===== src/verilog/plcb_pkg.sv =====
package plcb_pkg;
  // Register indices; the byte address on the bus is four times the index.
  localparam logic [7:0] IDX_CH1_LOOP     = 8'h99;
  localparam logic [7:0] IDX_CH2_LOOP     = 8'h9a;
  localparam logic [7:0] IDX_CH2_SLOPE    = 8'h9d;
  localparam logic [7:0] IDX_OFFSET       = 8'h9e;
  localparam logic [7:0] IDX_BLANKING     = 8'h9f;
  localparam logic [7:0] IDX_REG_OK_FLAGS = 8'ha0;
  // Slope register fields.
  localparam int SLP_BYPASS_BIT = 6;
  localparam int SLP_CODE_MSB   = 5;
  // Offset register fields.
  localparam int OFS_CH1_LSB = 4;
  localparam int OFS_CH2_LSB = 0;
  // Blanking register fields.
  localparam int LEB_CH1_LSB = 2;
  localparam int LEB_CH2_LSB = 0;
  // Loop control fields.
  localparam int LC_CLAMP_BIT = 7;
  localparam int LC_OK_BIT    = 5;
  localparam int LC_RISE_BIT  = 4;
  localparam int LC_FALL_BIT  = 3;
  localparam int LC_DOM_BIT   = 2;
  // Reset values.
  localparam logic       RST_CLAMP    = 1'b1;
  localparam logic       RST_EDGE_EN  = 1'b0;
  localparam logic       RST_BYPASS   = 1'b0;
  localparam logic [5:0] RST_SLEW     = 6'h00;
  localparam logic [3:0] RST_OFFSET   = 4'h0;
  localparam logic [1:0] RST_BLANKING = 2'h0;
  // Blanking times per code, in ns, and their cycle counts at 100 MHz.
  localparam int CLK_MHZ   = 100;
  localparam int LEB_NS_01 = 50;
  localparam int LEB_NS_10 = 100;
  localparam int LEB_NS_11 = 200;
  localparam int LEB_CYC_01 = (LEB_NS_01 * CLK_MHZ + 999) / 1000;
  localparam int LEB_CYC_10 = (LEB_NS_10 * CLK_MHZ + 999) / 1000;
  localparam int LEB_CYC_11 = (LEB_NS_11 * CLK_MHZ + 999) / 1000;
endpackage : plcb_pkg


===== src/verilog/plcb_bank.sv =====
`timescale 1ns/1ns
`default_nettype none
// Summary of operation
// - Bypass bit set removes slope ramp; resets zero.
// - Six-bit slew code goes straight to ramp.
// - Unimplemented bits read zero, ignore writes.
// - Upper offset nibble is channel 1 code.
// - Lower offset nibble is channel 2 code.
// - Offset is added to primary current sense.
// - Bits 3:2 pick channel 1 blanking time.
// - Bits 1:0 pick channel 2 blanking time.
// - Blanking suppresses current sense at cycle start.
// - Loop clamp bit resets one, grounds nodes.
// - Bit 5 reads in-regulation comparator, read-only.
// - Rise enable sets flag on rising edge.
// - Fall enable sets flag on falling edge.
// - Each channel owns its own flag.
// - Bit 2 reads dominant loop, read-only.
// - Slope ramp adds to error amplifier output.
module plcb_bank (
  input  wire logic        ref_clk,
  input  wire logic        srst,
  input  wire logic        wb_cyc_i,
  input  wire logic        wb_stb_i,
  input  wire logic        wb_we_i,
  input  wire logic [9:0]  wb_adr_i,
  input  wire logic [3:0]  wb_sel_i,
  input  wire logic [31:0] wb_dat_i,
  output var  logic [31:0] wb_dat_o,
  output var  logic        wb_ack_o,
  input  wire logic        ch1_regulation_ok,
  input  wire logic        ch2_regulation_ok,
  input  wire logic        ch1_dominant_loop_is_voltage,
  input  wire logic        ch2_dominant_loop_is_voltage,
  input  wire logic        ch1_cycle_start,
  input  wire logic        ch2_cycle_start,
  output var  logic        ch1_loop_comp_clamp,
  output var  logic        ch2_loop_comp_clamp,
  output var  logic        ch2_ramp_bypass,
  output var  logic        ch2_ramp_enable,
  output var  logic [5:0]  ch2_ramp_slew_code,
  output var  logic [3:0]  ch1_offset_code,
  output var  logic [3:0]  ch2_offset_code,
  output var  logic        ch1_offset_add_en,
  output var  logic        ch2_offset_add_en,
  output var  logic [1:0]  ch1_blanking_code,
  output var  logic [1:0]  ch2_blanking_code,
  output var  logic        ch1_sense_blank,
  output var  logic        ch2_sense_blank,
  output var  logic        ch1_reg_ok_flag,
  output var  logic        ch2_reg_ok_flag
);
  logic       clamp1_r;
  logic       clamp2_r;
  logic       rise1_r;
  logic       fall1_r;
  logic       rise2_r;
  logic       fall2_r;
  logic       bypass_r;
  logic [5:0] slew_r;
  logic [3:0] ofs1_r;
  logic [3:0] ofs2_r;
  logic [1:0] leb1_r;
  logic [1:0] leb2_r;
  logic       flag1_r;
  logic       flag2_r;
  logic       ok1_s;
  logic       ok2_s;
  logic       dom1_s;
  logic       dom2_s;
  logic       ok1_prev_r;
  logic       ok2_prev_r;
  logic       blank1;
  logic       blank2;
  logic       req;
  logic       wr_en;
  logic       wr_b0;
  logic       wr_loop1;
  logic       wr_loop2;
  logic       wr_slope;
  logic       wr_offset;
  logic       wr_blank;
  logic       wr_flags;
  logic [7:0] idx;
  logic [7:0] wd;
  logic [7:0] rd_nxt;
  logic       ev1;
  logic       ev2;

  // Bring the asynchronous comparator outputs into the clock domain.
  plcb_sync u_sync_ok1 (
    .ref_clk  (ref_clk),
    .srst     (srst),
    .async_in (ch1_regulation_ok),
    .sync_out (ok1_s)
  );
  plcb_sync u_sync_ok2 (
    .ref_clk  (ref_clk),
    .srst     (srst),
    .async_in (ch2_regulation_ok),
    .sync_out (ok2_s)
  );
  plcb_sync u_sync_dom1 (
    .ref_clk  (ref_clk),
    .srst     (srst),
    .async_in (ch1_dominant_loop_is_voltage),
    .sync_out (dom1_s)
  );
  plcb_sync u_sync_dom2 (
    .ref_clk  (ref_clk),
    .srst     (srst),
    .async_in (ch2_dominant_loop_is_voltage),
    .sync_out (dom2_s)
  );

  // Leading-edge blanking windows for both channels.
  plcb_blank u_blank1 (
    .ref_clk     (ref_clk),
    .srst        (srst),
    .cycle_start (ch1_cycle_start),
    .code        (leb1_r),
    .blank       (blank1)
  );
  plcb_blank u_blank2 (
    .ref_clk     (ref_clk),
    .srst        (srst),
    .cycle_start (ch2_cycle_start),
    .code        (leb2_r),
    .blank       (blank2)
  );

  // Bus decode: a write needs the low byte lane; the answer is one cycle late.
  assign req   = wb_cyc_i && wb_stb_i && !wb_ack_o;
  assign idx   = wb_adr_i[9:2];
  assign wr_en = req && wb_we_i;
  assign wr_b0 = wr_en && wb_sel_i[0];
  assign wd    = wb_dat_i[7:0];

  // One write strobe per register, so each register's update tests a single name.
  assign wr_loop1  = wr_b0 && (idx == plcb_pkg::IDX_CH1_LOOP);
  assign wr_loop2  = wr_b0 && (idx == plcb_pkg::IDX_CH2_LOOP);
  assign wr_slope  = wr_b0 && (idx == plcb_pkg::IDX_CH2_SLOPE);
  assign wr_offset = wr_b0 && (idx == plcb_pkg::IDX_OFFSET);
  assign wr_blank  = wr_b0 && (idx == plcb_pkg::IDX_BLANKING);
  assign wr_flags  = wr_b0 && (idx == plcb_pkg::IDX_REG_OK_FLAGS);

  // Acknowledge every request, mapped or not, after one cycle.
  always_ff @(posedge ref_clk) begin
    if (srst) begin
      wb_ack_o <= 1'b0;
    end else begin
      wb_ack_o <= req;
    end
  end

  // Loop control writable bits; reserved and read-only bits are dropped.
  always_ff @(posedge ref_clk) begin
    if (srst) begin
      clamp1_r <= plcb_pkg::RST_CLAMP;
      clamp2_r <= plcb_pkg::RST_CLAMP;
      rise1_r  <= plcb_pkg::RST_EDGE_EN;
      fall1_r  <= plcb_pkg::RST_EDGE_EN;
      rise2_r  <= plcb_pkg::RST_EDGE_EN;
      fall2_r  <= plcb_pkg::RST_EDGE_EN;
    end else if (wr_loop1) begin
      clamp1_r <= wd[plcb_pkg::LC_CLAMP_BIT];
      rise1_r  <= wd[plcb_pkg::LC_RISE_BIT];
      fall1_r  <= wd[plcb_pkg::LC_FALL_BIT];
    end else if (wr_loop2) begin
      clamp2_r <= wd[plcb_pkg::LC_CLAMP_BIT];
      rise2_r  <= wd[plcb_pkg::LC_RISE_BIT];
      fall2_r  <= wd[plcb_pkg::LC_FALL_BIT];
    end
  end

  // Slope ramp register for channel 2.
  always_ff @(posedge ref_clk) begin
    if (srst) begin
      bypass_r <= plcb_pkg::RST_BYPASS;
      slew_r   <= plcb_pkg::RST_SLEW;
    end else if (wr_slope) begin
      bypass_r <= wd[plcb_pkg::SLP_BYPASS_BIT];
      slew_r   <= wd[plcb_pkg::SLP_CODE_MSB:0];
    end
  end

  // Current offset and blanking codes.
  always_ff @(posedge ref_clk) begin
    if (srst) begin
      ofs1_r <= plcb_pkg::RST_OFFSET;
      ofs2_r <= plcb_pkg::RST_OFFSET;
      leb1_r <= plcb_pkg::RST_BLANKING;
      leb2_r <= plcb_pkg::RST_BLANKING;
    end else begin
      if (wr_offset) begin
        ofs1_r <= wd[plcb_pkg::OFS_CH1_LSB +: 4];
        ofs2_r <= wd[plcb_pkg::OFS_CH2_LSB +: 4];
      end
      if (wr_blank) begin
        leb1_r <= wd[plcb_pkg::LEB_CH1_LSB +: 2];
        leb2_r <= wd[plcb_pkg::LEB_CH2_LSB +: 2];
      end
    end
  end

  // Edge event from the current and previous synchronised samples.
  function automatic logic edge_event(input logic rise_en, input logic fall_en,
                                      input logic now_s, input logic prev_s);
    edge_event = (rise_en && now_s && !prev_s) || (fall_en && !now_s && prev_s);
  endfunction : edge_event

  // Each channel's event sees only its own comparator and its own enables.
  assign ev1 = edge_event(rise1_r, fall1_r, ok1_s, ok1_prev_r);
  assign ev2 = edge_event(rise2_r, fall2_r, ok2_s, ok2_prev_r);

  // Sticky flags: write one to clear, a new event wins over the clear.
  always_ff @(posedge ref_clk) begin
    if (srst) begin
      ok1_prev_r <= 1'b0;
      ok2_prev_r <= 1'b0;
      flag1_r    <= 1'b0;
      flag2_r    <= 1'b0;
    end else begin
      ok1_prev_r <= ok1_s;
      ok2_prev_r <= ok2_s;
      if (ev1) begin
        flag1_r <= 1'b1;
      end else if (wr_flags && wd[0]) begin
        flag1_r <= 1'b0;
      end
      if (ev2) begin
        flag2_r <= 1'b1;
      end else if (wr_flags && wd[1]) begin
        flag2_r <= 1'b0;
      end
    end
  end

  // Read multiplexer; unmapped offsets and unused bits read zero.
  always_comb begin
    rd_nxt = 8'h00;
    unique case (idx)
      plcb_pkg::IDX_CH1_LOOP: begin
        rd_nxt[plcb_pkg::LC_CLAMP_BIT] = clamp1_r;
        rd_nxt[plcb_pkg::LC_OK_BIT]    = ok1_s;
        rd_nxt[plcb_pkg::LC_RISE_BIT]  = rise1_r;
        rd_nxt[plcb_pkg::LC_FALL_BIT]  = fall1_r;
        rd_nxt[plcb_pkg::LC_DOM_BIT]   = dom1_s;
      end
      plcb_pkg::IDX_CH2_LOOP: begin
        rd_nxt[plcb_pkg::LC_CLAMP_BIT] = clamp2_r;
        rd_nxt[plcb_pkg::LC_OK_BIT]    = ok2_s;
        rd_nxt[plcb_pkg::LC_RISE_BIT]  = rise2_r;
        rd_nxt[plcb_pkg::LC_FALL_BIT]  = fall2_r;
        rd_nxt[plcb_pkg::LC_DOM_BIT]   = dom2_s;
      end
      plcb_pkg::IDX_CH2_SLOPE: begin
        rd_nxt[plcb_pkg::SLP_BYPASS_BIT]   = bypass_r;
        rd_nxt[plcb_pkg::SLP_CODE_MSB:0]   = slew_r;
      end
      plcb_pkg::IDX_OFFSET: begin
        rd_nxt = {ofs1_r, ofs2_r};
      end
      plcb_pkg::IDX_BLANKING: begin
        rd_nxt = {4'h0, leb1_r, leb2_r};
      end
      plcb_pkg::IDX_REG_OK_FLAGS: begin
        rd_nxt = {6'h00, flag2_r, flag1_r};
      end
      default: begin
        rd_nxt = 8'h00;
      end
    endcase
  end

  // Read data are registered and appear with the acknowledge.
  always_ff @(posedge ref_clk) begin
    if (srst) begin
      wb_dat_o <= 32'h0000_0000;
    end else if (req && !wb_we_i) begin
      wb_dat_o <= {24'h00_0000, rd_nxt};
    end
  end

  // Loop clamps towards the compensation nodes, and the flags towards software.
  always_ff @(posedge ref_clk) begin
    if (srst) begin
      ch1_loop_comp_clamp <= plcb_pkg::RST_CLAMP;
      ch2_loop_comp_clamp <= plcb_pkg::RST_CLAMP;
      ch1_reg_ok_flag     <= 1'b0;
      ch2_reg_ok_flag     <= 1'b0;
    end else begin
      ch1_loop_comp_clamp <= clamp1_r;
      ch2_loop_comp_clamp <= clamp2_r;
      ch1_reg_ok_flag     <= flag1_r;
      ch2_reg_ok_flag     <= flag2_r;
    end
  end

  // Ramp controls; bypass resets clear, so the ramp is applied out of reset.
  always_ff @(posedge ref_clk) begin
    if (srst) begin
      ch2_ramp_bypass    <= plcb_pkg::RST_BYPASS;
      ch2_ramp_enable    <= !plcb_pkg::RST_BYPASS;
      ch2_ramp_slew_code <= plcb_pkg::RST_SLEW;
    end else begin
      ch2_ramp_bypass    <= bypass_r;
      ch2_ramp_enable    <= !bypass_r;
      ch2_ramp_slew_code <= slew_r;
    end
  end

  // Offset codes; the offset is added whenever the sense is not blanked.
  always_ff @(posedge ref_clk) begin
    if (srst) begin
      ch1_offset_code   <= plcb_pkg::RST_OFFSET;
      ch2_offset_code   <= plcb_pkg::RST_OFFSET;
      ch1_offset_add_en <= 1'b1;
      ch2_offset_add_en <= 1'b1;
    end else begin
      ch1_offset_code   <= ofs1_r;
      ch2_offset_code   <= ofs2_r;
      ch1_offset_add_en <= !blank1;
      ch2_offset_add_en <= !blank2;
    end
  end

  // Blanking codes towards the analog side, and the blanking window itself.
  always_ff @(posedge ref_clk) begin
    if (srst) begin
      ch1_blanking_code <= plcb_pkg::RST_BLANKING;
      ch2_blanking_code <= plcb_pkg::RST_BLANKING;
      ch1_sense_blank   <= 1'b0;
      ch2_sense_blank   <= 1'b0;
    end else begin
      ch1_blanking_code <= leb1_r;
      ch2_blanking_code <= leb2_r;
      ch1_sense_blank   <= blank1;
      ch2_sense_blank   <= blank2;
    end
  end
endmodule : plcb_bank
`default_nettype wire


===== src/verilog/plcb_sync.sv =====
`timescale 1ns/1ns
`default_nettype none
// Three-stage synchroniser; the output changes once stages two and three agree.
module plcb_sync (
  input  wire logic ref_clk,
  input  wire logic srst,
  input  wire logic async_in,
  output var  logic sync_out
);
  logic s1_r;
  logic s2_r;
  logic s3_r;

  // Stage one feeds only stage two.
  always_ff @(posedge ref_clk) begin
    if (srst) begin
      s1_r     <= 1'b0;
      s2_r     <= 1'b0;
      s3_r     <= 1'b0;
      sync_out <= 1'b0;
    end else begin
      s1_r <= async_in;
      s2_r <= s1_r;
      s3_r <= s2_r;
      if (s2_r == s3_r) begin
        sync_out <= s3_r;
      end
    end
  end
endmodule : plcb_sync
`default_nettype wire


===== src/verilog/plcb_blank.sv =====
`timescale 1ns/1ns
`default_nettype none
// Leading-edge blanking timer for one channel, started at each cycle start.
module plcb_blank (
  input  wire logic       ref_clk,
  input  wire logic       srst,
  input  wire logic       cycle_start,
  input  wire logic [1:0] code,
  output var  logic       blank
);
  logic [4:0] cnt_r;

  // Convert a blanking code to a cycle count.
  function automatic logic [4:0] leb_cycles(input logic [1:0] c);
    unique case (c)
      2'h0: leb_cycles = 5'h00;
      2'h1: leb_cycles = 5'(plcb_pkg::LEB_CYC_01);
      2'h2: leb_cycles = 5'(plcb_pkg::LEB_CYC_10);
      2'h3: leb_cycles = 5'(plcb_pkg::LEB_CYC_11);
    endcase
  endfunction : leb_cycles

  // Count down the blanking window after each cycle start.
  always_ff @(posedge ref_clk) begin
    if (srst) begin
      cnt_r <= 5'h00;
    end else if (cycle_start) begin
      cnt_r <= leb_cycles(code);
    end else if (cnt_r != 5'h00) begin
      cnt_r <= cnt_r - 5'h01;
    end
  end

  assign blank = (cnt_r != 5'h00);
endmodule : plcb_blank
`default_nettype wire


===== config.mk =====
export PLATFORM = sky130hd
export DESIGN_NAME = plcb_bank
export DESIGN_NICKNAME = d
export VERILOG_FILES = /design/src/verilog/plcb_pkg.sv /design/src/verilog/plcb_bank.sv /design/src/verilog/plcb_sync.sv /design/src/verilog/plcb_blank.sv
export SDC_FILE = /design/constraint.sdc
export NUM_CORES = 1
export LEC_CHECK = 0
export BUFFER_PORTS_ARGS = -buffer_cell sky130_fd_sc_hd__buf_4
export CAP_MARGIN = 20
export CORE_MARGIN = 4
export CORE_UTILIZATION = 47
export CTS_BUF_LIST = sky130_fd_sc_hd__clkbuf_4 sky130_fd_sc_hd__clkbuf_8
export DETAILED_ROUTE_END_ITERATION = 8
export GPL_ROUTABILITY_DRIVEN = 0
export GPL_TIMING_DRIVEN = 1
export PLACE_DENSITY = 0.81
export SLEW_MARGIN = 10
export SYNTH_ARGS = -nofsm -noshare
export SYNTH_HDL_FRONTEND = slang
export SYNTH_HIERARCHICAL = 1
export SYNTH_SLANG_ARGS = --single-unit

===== constraint.sdc =====
create_clock -name ref_clk -period 1.6 [get_ports ref_clk]
set_input_delay 0.16 -clock ref_clk [delete_from_list [all_inputs] [get_ports ref_clk]]
set_output_delay 0.16 -clock ref_clk [all_outputs]
set_load 0.005 [all_outputs]

==> results.sh, run 1 <==
export IMPL_run_status="finished clean"
export IMPL_reg2reg_depth=5
export IMPL_worst_setup_path_endpoint="u_blank1/cnt_r[0]"
export IMPL_synth_warning_count=6
export IMPL_mean_number_of_vias_per_cell=5.09
export IMPL_critical_path_reg2reg_startpoint="u_blank1/cnt_r[0]"
export IMPL_tritoncts_num_sinks=92
export IMPL_multiplexer_area_fraction_after_synthesis_pct=7.11
export IMPL_p_clk_share_pct=36.5
export IMPL_worst_setup_hold_path_clk_slew_ps=90
export IMPL_highest_clock_frequency_the_design_can_meet_ghz=0.636
export IMPL_placement_setup_worst_slack_ps=-78.8
export IMPL_clk_root_buffer_cell="sky130_fd_sc_hd__clkbuf_8"
export IMPL_peakVddDrop_uv=577
export IMPL_layout_drive_gt1_share_pct=27.3
export IMPL_floorplan_initialDensity_pct=48.5
export IMPL_grt_pass1_vias=2694
export IMPL_post_layout_minimum_cycle_time_ps=1570
export IMPL_synth_compound_gate_area_share_pct=11.2
export IMPL_drt_iter0_drc=141
export IMPL_synth_top_cells_by_area="sky130_fd_sc_hd__dfxtp_1 (49%), sky130_fd_sc_hd__mux2i_1 (5.6%), sky130_fd_sc_hd__nor2b_1 (4.8%)"
export IMPL_timing_hold_violations_final=0
export IMPL_final_max_slew_violation_count=0
export IMPL_ctsHtreeMaxLevel=3
export IMPL_skew_ps=13.6
export IMPL_synth_top_area_share_pct=49.1
export IMPL_p_sw_share_pct=23.9
export IMPL_layout_setup_ws_ps=27.8
export IMPL_finalNetCount=521
export IMPL_r2r_setup_slack_ps=30
export IMPL_report_final_setup_viol=0
export IMPL_max_cap_viol_count=0
export IMPL_worstPathArrival_ps=1820
export IMPL_drt_wl_cell_microns=14.3
export IMPL_area_delta_synth_final_pct=23.5
export IMPL_num_rows=32
export IMPL_synthXorXnorAreaFrac_pct=0.467
export IMPL_drt_first_pass_iters=4
export IMPL_synthSimpleGateAreaFrac_pct=21.6
export IMPL_setup_worst_path_class="reg -> reg"
export IMPL_syn_avg_cell_area_sq_um=9.76
export IMPL_antenna_violations_before_repair=0
export IMPL_crit_reg2reg_capture="u_blank1/cnt_r[0]"
export IMPL_syn_area_sq_mm=0.00375
export IMPL_startpoint="u_blank1/cnt_r[0]"
export IMPL_yosysSeqAreaShare_pct=49.1
export IMPL_power_internal_w=0.00350
export IMPL_dieHeight_microns=97.3
export IMPL_synth_area_leader_cell="sky130_fd_sc_hd__dfxtp_1"
export IMPL_buffer_ports_inserted=64
export IMPL_die_area_sq_mm=0.00947
export IMPL_largest_family_of_logic_cells_by_synthesized_area="simple AND/OR/NAND/NOR gates"
export IMPL_hold_path_class="in -> reg"
export IMPL_largest_fanout_of_any_net_on_the_critical_path=5
export IMPL_post_route_period_util_pct=98.3
export IMPL_most_common_library_cell_in_the_layout_ignoring_fill_and_taps="sky130_fd_sc_hd__dfxtp_1"
export IMPL_grt_pass1_wl_microns=13000
export IMPL_netlist_instances=384
export IMPL_synth_lib_cells_used_distinct=49
export IMPL_synth_fa_ha_area_share_pct=0.668
export IMPL_commonest_non_fill_non_tap_cells_in_the_layout="sky130_fd_sc_hd__dfxtp_1 (89), sky130_fd_sc_hd__buf_4 (83), sky130_fd_sc_hd__nor2b_1 (29)"
export IMPL_floorplan_die_width_microns=97.3
export IMPL_total_switching_power_w=0.00110
export IMPL_detail_route_wirelength_microns=8130
export IMPL_worst_skew_pair_late_latency_ps=360
export IMPL_cts_root_to_sink_buffers=2
export IMPL_timing_critical_path_from_type="register"
export IMPL_powerDensity_mw_per_mm2=993
export IMPL_tritoncts_num_buffers=9
export IMPL_track_usage_pct=16.7
export IMPL_fin_setup_tns_ps=0
export IMPL_vias=2892
export IMPL_clock_tree_from_tritoncts="done"
export IMPL_p_seq_share_pct=51.6
export IMPL_detailedPlacementHpwl_microns=5740
export IMPL_postSynth_asyncResetShare_pct=0
export IMPL_required_ps=1850
export IMPL_synth_enable_flop_cells=0
export IMPL_globalRoute_totalOverflow=0
export IMPL_crit_path_end_kind="register"
export IMPL_comb_power_share_pct=11.8
export IMPL_diodes=0
export IMPL_cell_leakage_power_nw=2.00
export IMPL_drc=0
export IMPL_number_of_top_level_pins=118
export IMPL_ys_dominant_reg_cell="sky130_fd_sc_hd__dfxtp_1"
export IMPL_grt_setup_unrepaired="yes"
export IMPL_synth_seq_cells=92
export IMPL_core_area_sq_mm=0.00773
export IMPL_antenna_left=0
export IMPL_maximum_number_of_pins_on_one_net_before_global_route_repair=39
## sequential cells by signal, summed over array words and instances, names as in the netlist, 4 cells and up
signal / flops
wb_dat_o: 8
ofs2_r: 4
u_blank1/cnt_r: 5
ch1_offset_code: 4
slew_r: 6
ch2_offset_code: 4
u_blank2/cnt_r: 5
ofs1_r: 4
ch2_ramp_slew_code: 6
## worst min path at each step
stage,startpoint,endpoint,slack [ps],depth (start not counted)
global placement,ch2_regulation_ok,u_sync_ok2/s1_r,370,2
CTS,ch2_regulation_ok,u_sync_ok2/s1_r,4,2
floorplan,srst,u_blank1/cnt_r[1],230,1
finish,ch2_dominant_loop_is_voltage,u_sync_dom2/s1_r,10,2
global route,ch2_dominant_loop_is_voltage,u_sync_dom2/s1_r,30,2
detailed placement,ch2_regulation_ok,u_sync_ok2/s1_r,370,2
## what timing repair did
item,CTS,global route
buffers inserted,2,4
setup endpoints to repair,4,7
endpoints found under the hold margin,1,0
hold buffers,1,0
resized for setup,6,7
pin swaps,2,6
## synth_stat cells, types with 2 or more instances
cell type and number:
sky130_fd_sc_hd__buf_4 24, sky130_fd_sc_hd__xor2_1 2, sky130_fd_sc_hd__nor2b_1 29, sky130_fd_sc_hd__nor4_1 2, sky130_fd_sc_hd__buf_2 7, sky130_fd_sc_hd__o21ai_1 4
sky130_fd_sc_hd__clkbuf_1 8, sky130_fd_sc_hd__nand2b_1 25, sky130_fd_sc_hd__a311oi_1 2, sky130_fd_sc_hd__o21ai_0 19, sky130_fd_sc_hd__o311ai_0 2, sky130_fd_sc_hd__a222oi_1 2
sky130_fd_sc_hd__a22o_1 3, sky130_fd_sc_hd__or4b_1 2, sky130_fd_sc_hd__dfxtp_1 92, sky130_fd_sc_hd__inv_1 29, sky130_fd_sc_hd__nor3_1 4, sky130_fd_sc_hd__a21o_1 2
sky130_fd_sc_hd__mux2i_1 21, sky130_fd_sc_hd__ha_1 2, sky130_fd_sc_hd__mux2_2 5, sky130_fd_sc_hd__and2_1 5, sky130_fd_sc_hd__nor2_1 11, sky130_fd_sc_hd__a32oi_1 4
sky130_fd_sc_hd__nand2_1 18, sky130_fd_sc_hd__nand3b_1 9, sky130_fd_sc_hd__a211o_2 2, sky130_fd_sc_hd__nor4b_1 4, sky130_fd_sc_hd__o32ai_1 4, sky130_fd_sc_hd__clkbuf_2 2
sky130_fd_sc_hd__a21oi_1 11, sky130_fd_sc_hd__nand4_1 3, sky130_fd_sc_hd__nand3_1 6, sky130_fd_sc_hd__a221oi_2 2, sky130_fd_sc_hd__a31oi_1 2, sky130_fd_sc_hd__a22oi_1 2
## layer usage
metal  routed length [microns]  GRT usage [%]
met5                         0              0
met3                       585           4.52
met2                      3820           26.8
met4                       100           6.39
met1                      3620           21.6
## final cells by class
cell class | instances | area, sq um
flip-flops and latches | 92 | 1850
clock buffers | 9 | 124
inverters | 29 | 109
fillers | 642 | 3100
well taps | 102 | 128
repair buffers | 85 | 653
clock inverters | 6 | 88.8
multi-input cells | 245 | 1680
## power by group through the flow
stage	clock network [W]	registers [W]	logic [W]
after global placement	0	0.00242	0.000427
after detailed placement	0	0.00242	0.000445
after CTS	0.00169	0.00237	0.000492
after global routing	0.00179	0.00238	0.000591
final	0.00168	0.00237	0.000545
after floorplan	0	0.00242	0.000296
## per-stage QoR
stage	total power (W)	area [sq um]	utilization (%)	hold WS [ps]	cells
2_1_floorplan	0.00272	3840	-	226	407
3_3_place_gp	0.00285	4310	55.8	375	546
3_5_place_dp	0.00287	4310	55.8	375	546
4_1_cts	0.00455	4570	59.2	3.77	564
5_1_grt	0.00476	4630	59.9	30.7	568
6_report	0.00460	4630	59.9	12.8	568
## cell families after synthesis
family | count (synthesis)
buf+inv | 70
xor+xnor | 2
mux | 26
flops | 92
simple gates | 129
compound gates | 62
other cells | 1
fa+ha+maj | 2
## critical path: stages, from the launching register on
cell and delay [ps]:
sky130_fd_sc_hd__dfxtp_2 330, sky130_fd_sc_hd__inv_2 70, sky130_fd_sc_hd__ha_4 140, sky130_fd_sc_hd__or4b_4 490, sky130_fd_sc_hd__buf_4 160, sky130_fd_sc_hd__a211o_2 280
Power figures use the tool's default switching activity.
==> run 2, diff against run 1 <==
--- a/config.mk
+++ b/config.mk
@@ -8,14 +8,13 @@
 export BUFFER_PORTS_ARGS = -buffer_cell sky130_fd_sc_hd__buf_4
 export CAP_MARGIN = 20
 export CORE_MARGIN = 4
-export CORE_UTILIZATION = 47
+export CORE_UTILIZATION = 56
 export CTS_BUF_LIST = sky130_fd_sc_hd__clkbuf_4 sky130_fd_sc_hd__clkbuf_8
 export DETAILED_ROUTE_END_ITERATION = 8
 export GPL_ROUTABILITY_DRIVEN = 0
 export GPL_TIMING_DRIVEN = 1
-export PLACE_DENSITY = 0.81
+export PLACE_DENSITY = 0.9
 export SLEW_MARGIN = 10
 export SYNTH_ARGS = -nofsm -noshare
 export SYNTH_HDL_FRONTEND = slang
-export SYNTH_HIERARCHICAL = 1
 export SYNTH_SLANG_ARGS = --single-unit
==> constraint.sdc (replaced) <==
create_clock -name ref_clk -period 1.9 [get_ports ref_clk]
set_input_delay 0.19 -clock ref_clk [delete_from_list [all_inputs] [get_ports ref_clk]]
set_output_delay 0.19 -clock ref_clk [all_outputs]
set_load 0.005 [all_outputs]
==> run 2 against run 1 <==
  * Clock power is 21% lower
  * Combinational power is 7.7% higher
  * Count of clock-buffer cells in the layout up 3
  * Critical path depth fell by 1
  * Non-clock buffer count fell by 18
  * Critical path type unchanged
  * Largest cell class unchanged
  * Largest power group unchanged
==> results.sh, run 2 <==
export IMPL_hold_path_class="in -> reg"
export IMPL_placement_setup_worst_slack_ps=319
export IMPL_ys_dominant_reg_cell="sky130_fd_sc_hd__dfxtp_1"
export IMPL_finalNetCount=501
export IMPL_r2r_setup_slack_ps=280
export IMPL_critical_path_cell_chain="nand3b_4 > nor2_2 > nand4_1 > mux2i_1"
export IMPL_syn_area_sq_mm=0.00376
export IMPL_tritoncts_num_buffers=9
export IMPL_largest_fanout_of_any_net_on_the_critical_path=6
export IMPL_clk_root_buffer_cell="sky130_fd_sc_hd__clkbuf_8"
export IMPL_worstPathArrival_ps=1890
export IMPL_power_w=0.00395
export IMPL_grt_pass1_vias=2664
export IMPL_synth_top_cells_by_area="sky130_fd_sc_hd__dfxtp_1 (49%), sky130_fd_sc_hd__mux2i_1 (7.7%), sky130_fd_sc_hd__buf_4 (5.2%)"
export IMPL_peakVddDrop_uv=883
export IMPL_vias=2780
export IMPL_p_clk_share_pct=33.4
export IMPL_reg2reg_depth=4
export IMPL_cts_root_to_sink_buffers=2
export IMPL_timing_critical_path_from_type="register"
export IMPL_comb_power_share_pct=14.9
export IMPL_worst_skew_pair_late_latency_ps=360
export IMPL_crit_path_end_kind="register"
export IMPL_regArea_sq_mm=0.00184
export IMPL_highest_clock_frequency_the_design_can_meet_ghz=0.618
export IMPL_yosysSeqAreaShare_pct=49.0
export IMPL_netlist_instances=381
export IMPL_fin_setup_tns_ps=0
export IMPL_globalRoute_totalOverflow=0
export IMPL_antenna_left=0
export IMPL_ctsHtreeMaxLevel=3
export IMPL_timing_hold_worst_endpoint="u_sync_ok2.s1_r"
export IMPL_buffer_ports_inserted=64
export IMPL_number_of_top_level_pins=118
export IMPL_floorplan_die_width_microns=89.9
export IMPL_dieHeight_microns=89.9
export IMPL_p_seq_share_pct=51.8
export IMPL_commonest_non_fill_non_tap_cells_in_the_layout="sky130_fd_sc_hd__dfxtp_1 (92), sky130_fd_sc_hd__buf_4 (67), sky130_fd_sc_hd__nand2b_1 (31)"
export IMPL_total_of_fill_cells_in_the_finished_design=480
export IMPL_tightestPinTransition_ps=564
export IMPL_grt_pass1_wl_microns=12300
export IMPL_die_area_sq_mm=0.00809
export IMPL_most_used_standard_cell_by_instance_count_after_synthesis="sky130_fd_sc_hd__dfxtp_1"
export IMPL_layout_setup_ws_ps=281
export IMPL_post_layout_minimum_cycle_time_ps=1620
export IMPL_cell_leakage_power_nw=2.07
export IMPL_multi_input_comb_area_sq_mm=0.00162
export IMPL_synth_enable_flop_cells=0
export IMPL_timing_hold_violations_final=0
export IMPL_clock_tree_from_tritoncts="done"
export IMPL_synth_warning_count=0
export IMPL_p_sw_share_pct=25.0
export IMPL_core_area_sq_mm=0.00642
export IMPL_total_switching_power_w=0.000989
export IMPL_detailedPlacementHpwl_microns=5530
export IMPL_num_rows=29
export IMPL_drc=0
export IMPL_track_usage_pct=18.5
export IMPL_synth_top_cells_by_count="sky130_fd_sc_hd__dfxtp_1 (92), sky130_fd_sc_hd__nand2b_1 (31), sky130_fd_sc_hd__inv_1 (30)"
export IMPL_area_delta_synth_final_pct=16.4
export IMPL_synth_seq_cells=92
export IMPL_final_max_slew_violation_count=0
export IMPL_final_design_area_no_fill_sq_mm=0.00438
export IMPL_worst_setup_hold_path_clk_slew_ps=90
export IMPL_drt_iter0_drc=183
export IMPL_delay_contributed_by_the_slowest_stage_of_the_critical_path_ps=390
export IMPL_syn_avg_cell_area_sq_um=9.87
export IMPL_critical_path_reg2reg_startpoint="wb_ack_o"
export IMPL_floorplan_initialDensity_pct=58.5
export IMPL_detail_route_wirelength_microns=7550
export IMPL_powerDensity_mw_per_mm2=902
export IMPL_setup_worst_path_class="reg -> reg"
export IMPL_slew_headroom_pct=62.1
export IMPL_antenna_violations_before_repair=0
export IMPL_hold_path_cell_count=2
export IMPL_most_common_library_cell_in_the_layout_ignoring_fill_and_taps="sky130_fd_sc_hd__dfxtp_1"
export IMPL_run_status="finished clean"
export IMPL_post_route_period_util_pct=85.2
export IMPL_grt_setup_unrepaired="no"
export IMPL_synth_lib_cells_used_distinct=55
export IMPL_diodes=0
export IMPL_maximum_number_of_pins_on_one_net_before_global_route_repair=39
export IMPL_worst_hold_startpoint="ch2_regulation_ok"
export IMPL_postCtsHoldBufs=0
export IMPL_max_reg_flops=8
export IMPL_postCtsResizedCells=0
export IMPL_drt_first_pass_iters=4
export IMPL_biggest_registers_after_layout="wb_dat_o: 8 flops, ch2_ramp_slew_code: 6 flops, slew_r: 6 flops"
export IMPL_report_final_setup_viol=0
export IMPL_synth_area_leader_cell="sky130_fd_sc_hd__dfxtp_1"
export IMPL_power_internal_w=0.00296
export IMPL_mean_number_of_vias_per_cell=5.31
export IMPL_postSynth_asyncResetShare_pct=0
export IMPL_layout_drive_gt1_share_pct=22.4
export IMPL_post_cts_setup_buffer_count=0
export IMPL_critical_path_slowest_cell="sky130_fd_sc_hd__nand4_1"
export IMPL_crit_reg2reg_capture="leb2_r[1]"
export IMPL_drt_wl_cell_microns=14.4
export IMPL_largest_register="wb_dat_o"
export IMPL_dpl_instance_area_sq_mm=0.00418
export IMPL_max_cap_viol_count=0
export IMPL_tritoncts_num_sinks=92
export IMPL_required_ps=2170
export IMPL_synth_top_area_share_pct=49.0
export IMPL_skew_ps=14.0
==> run 2: power by group through the flow <==
stage          combinational (W)  clock [W]  sequential (W)
3_5_place_dp            0.000585          0         0.00209
4_1_cts                 0.000591    0.00134         0.00204
3_3_place_gp            0.000562          0         0.00209
2_1_floorplan           0.000479          0         0.00208
5_1_grt                 0.000660    0.00141         0.00205
6_report                0.000587    0.00132         0.00204
==> run 2: worst max path at each step <==
stage                      start                end  slack, ps
2_1_floorplan  u_blank1.cnt_r[0]  u_blank1.cnt_r[1]        430
3_3_place_gp         wb_adr_i[7]          ofs1_r[3]        320
3_5_place_dp         wb_adr_i[7]          ofs1_r[3]        320
4_1_cts                 wb_ack_o          leb2_r[1]        290
5_1_grt        u_blank1.cnt_r[1]  u_blank1.cnt_r[0]        180
6_report                wb_ack_o          leb2_r[1]        280
==> run 2: final cells by class <==
class	count	share of cell area [%]
Timing Repair Buffer	67	11.5
Tap cell	77	2.20
Multi-Input combinational cell	242	37.1
Clock inverter	4	1.11
Clock buffer	12	3.49
Inverter	30	2.57
Sequential cell	92	42.1
==> run 2: routing by layer <==
layer  GRT usage (%)  part of all wire [%]  up-vias
met5               0                     0        -
met4            8.04                   2.0        0
met3            4.09                   6.3       11
met2            32.6                    51       92
met1            21.6                    40     1318
li1                -                     -     1359
==> run 2: through the flow <==
step	utilization [%]	hold slack (ps)	std cells
final	68.2	45.1	524
after CTS	68.2	33.6	524
after floorplan	-	318	404
after global routing	68.2	40.8	524
after global placement	65.0	406	508
after detailed placement	65.0	406	508
==> run 2: cell families (layout without fill, tap and decap cells) <==
family | Yosys count | in the layout | synth area share, %
adders and majority gates | 2 | 2 | 0.665
other | 1 | 24 | 0.0997
xor gates and xnor gates | 5 | 5 | 1.16
DFF | 92 | 92 | 49.0
buffers and inverters | 70 | 113 | 10.1
muxes | 33 | 33 | 9.02
and+or+nand+nor | 128 | 128 | 20.6
AOI/OAI and AO/OA | 50 | 50 | 9.29
==> run 2: critical path, delay by kind of cell, from the launching register on <==
family,cells,cell delay (ps)
simple gates,3,930
flops,1,320
mux,1,290
==> run 3, diff against run 2 <==
--- a/config.mk
+++ b/config.mk
@@ -5,7 +5,7 @@
 export SDC_FILE = /design/constraint.sdc
 export NUM_CORES = 1
 export LEC_CHECK = 0
-export BUFFER_PORTS_ARGS = -buffer_cell sky130_fd_sc_hd__buf_4
+export BUFFER_PORTS_ARGS = -buffer_cell sky130_fd_sc_hd__buf_2
 export CAP_MARGIN = 20
 export CORE_MARGIN = 4
 export CORE_UTILIZATION = 56
==> run 3 against run 2 <==
  * Die area is the same
  * Clock skew shrank 5.9 ps
  * Combinational power shrank 2%
  * Largest cell class unchanged
  * Highest routed layer unchanged
==> results.sh, run 3 (synthesis results as in run 2) <==
export IMPL_clock_tree_from_tritoncts="done"
export IMPL_run_status="finished clean"
export IMPL_reg2reg_depth=6
export IMPL_commonest_non_fill_non_tap_cells_in_the_layout="sky130_fd_sc_hd__dfxtp_1 (92), sky130_fd_sc_hd__buf_2 (64), sky130_fd_sc_hd__nand2b_1 (31)"
export IMPL_antenna_left=0
export IMPL_global_route_peak_usage_layer="met2"
export IMPL_vias=2751
export IMPL_power_internal_w=0.00303
export IMPL_timing_critical_path_from_type="register"
export IMPL_tightestPinTransition_ps=589
export IMPL_p_seq_share_pct=50.9
export IMPL_global_route_usage_met3_pct=6.01
export IMPL_antenna_violations_before_repair=0
export IMPL_mean_number_of_vias_per_cell=5.25
export IMPL_clk_root_buffer_cell="sky130_fd_sc_hd__clkbuf_8"
export IMPL_detail_route_wirelength_microns=7450
export IMPL_tritoncts_num_buffers=9
export IMPL_max_cap_viol_count=0
export IMPL_p_sw_share_pct=24.5
export IMPL_dieHeight_microns=89.9
export IMPL_global_route_usage_met1_pct=20.8
export IMPL_cts_root_to_sink_buffers=2
export IMPL_startpoint="u_blank1.cnt_r[1]"
export IMPL_p_clk_share_pct=34.8
export IMPL_comb_power_share_pct=14.4
export IMPL_grt_pass1_wl_microns=12200
export IMPL_area_delta_synth_final_pct=13.0
export IMPL_num_rows=29
export IMPL_largest_fanout_of_any_net_on_the_critical_path=4
export IMPL_total_switching_power_w=0.000986
export IMPL_postCtsHoldBufs=0
export IMPL_dpl_instance_area_sq_mm=0.00404
export IMPL_worst_hold_startpoint="ch1_regulation_ok"
export IMPL_floorplan_initialDensity_pct=58.5
export IMPL_critical_path_reg2reg_startpoint="u_blank1.cnt_r[1]"
export IMPL_hold_path_class="in -> reg"
export IMPL_setup_worst_path_class="reg -> reg"
export IMPL_largest_register="wb_dat_o"
export IMPL_drt_first_pass_iters=5
export IMPL_drc=0
export IMPL_buffer_ports_inserted=64
export IMPL_worstPathArrival_ps=1870
export IMPL_floorplan_die_width_microns=89.9
export IMPL_post_route_period_util_pct=83.7
export IMPL_core_area_sq_mm=0.00642
export IMPL_maximum_number_of_pins_on_one_net_before_global_route_repair=52
export IMPL_finalNetCount=502
export IMPL_skew_ps=8.12
export IMPL_postLayoutCoreUtil_pct=66.2
export IMPL_globalRoute_totalOverflow=0
export IMPL_worst_setup_hold_path_clk_slew_ps=80
export IMPL_track_usage_pct=18.4
export IMPL_worst_skew_pair_late_latency_ps=360
export IMPL_crit_path_end_kind="register"
export IMPL_drt_wl_cell_microns=14.2
export IMPL_hold_path_cell_count=2
export IMPL_number_of_top_level_pins=118
export IMPL_cell_leakage_power_nw=2.05
export IMPL_highest_clock_frequency_the_design_can_meet_ghz=0.629
export IMPL_post_cts_setup_buffer_count=0
export IMPL_peakVddDrop_uv=696
export IMPL_post_layout_minimum_cycle_time_ps=1590
export IMPL_fin_setup_tns_ps=0
export IMPL_slew_headroom_pct=60.5
export IMPL_layout_drive_gt1_share_pct=22.4
export IMPL_most_common_library_cell_in_the_layout_ignoring_fill_and_taps="sky130_fd_sc_hd__dfxtp_1"
export IMPL_grt_setup_unrepaired="no"
export IMPL_required_ps=2180
export IMPL_die_area_sq_mm=0.00809
export IMPL_max_reg_flops=8
export IMPL_postCtsResizedCells=0
export IMPL_ctsHtreeMaxLevel=3
export IMPL_tritoncts_num_sinks=92
export IMPL_diodes=0
export IMPL_detailedPlacementHpwl_microns=5450
export IMPL_timing_hold_violations_final=0
export IMPL_report_final_setup_viol=0
export IMPL_gr_usage_met2_pct=32.0
export IMPL_drt_iter0_drc=107
export IMPL_grt_pass1_vias=2657
export IMPL_final_max_slew_violation_count=0
export IMPL_final_design_area_no_fill_sq_mm=0.00425
export IMPL_powerDensity_mw_per_mm2=945
export IMPL_biggest_registers_after_layout="wb_dat_o: 8 flops, ch2_ramp_slew_code: 6 flops, slew_r: 6 flops"
run 3: cell count changes in the layout (fill, tap and decap cells not counted), sizes merged:
| cell | before | now |
|---|---|---|
| clkinv | 3 | 0 |
| clkinvlp | 0 | 2 |
| buf | 67 | 68 |
| bufinv | 1 | 2 |
| clkbuf | 12 | 11 |
run 3: critical path: stages, from the launching register on:
cell                       delay, ps
sky130_fd_sc_hd__dfxtp_1         320
sky130_fd_sc_hd__inv_1            80
sky130_fd_sc_hd__ha_1            220
sky130_fd_sc_hd__or4b_4          510
sky130_fd_sc_hd__a21oi_2         150
sky130_fd_sc_hd__nor2_1           50
sky130_fd_sc_hd__a211oi_2        180
run 3: final cells by class:
class	instances	area, sq um
Clock buffer	11	139
Clock inverter	4	75.1
Fill cell	507	2170
Inverter	30	113
Multi-Input combinational cell	242	1620
Sequential cell	92	1840
Tap cell	77	96.3
Timing Repair Buffer	68	363
run 3: power by group through the flow:
stage,Sequential (W),Combinational [W],Clock [W]
final,0.00204,0.000577,0.00140
after global routing,0.00205,0.000643,0.00149
after CTS,0.00204,0.000577,0.00142
after detailed placement,0.00209,0.000571,0
after global placement,0.00209,0.000542,0
after floorplan,0.00208,0.000479,0
run 3: per-layer routing:
metal	routed length, microns	part of all wire (%)
met1	3150	42
met2	3700	50
met3	460	6.2
met4	139	1.9
met5	0	0
run 3: path summary, 6_finish.rpt:
check                      endpoint  slack (ps)
setup / recovery  u_blank1.cnt_r[1]         310
hold / removal      u_sync_ok1.s1_r          40
setup reg to reg  u_blank1.cnt_r[1]         310
hold reg to reg    u_sync_dom2.s2_r         440
run 3: stage by stage:
stage | hold slack, ps | worst slack (ps) | instances | power (W)
detailed placement | 405 | 325 | 509 | 0.00266
global route | 37.3 | 201 | 524 | 0.00418
CTS | 30.1 | 310 | 524 | 0.00404
finish | 39.9 | 310 | 524 | 0.00402
global placement | 406 | 335 | 509 | 0.00263
floorplan | 318 | 434 | 404 | 0.00256
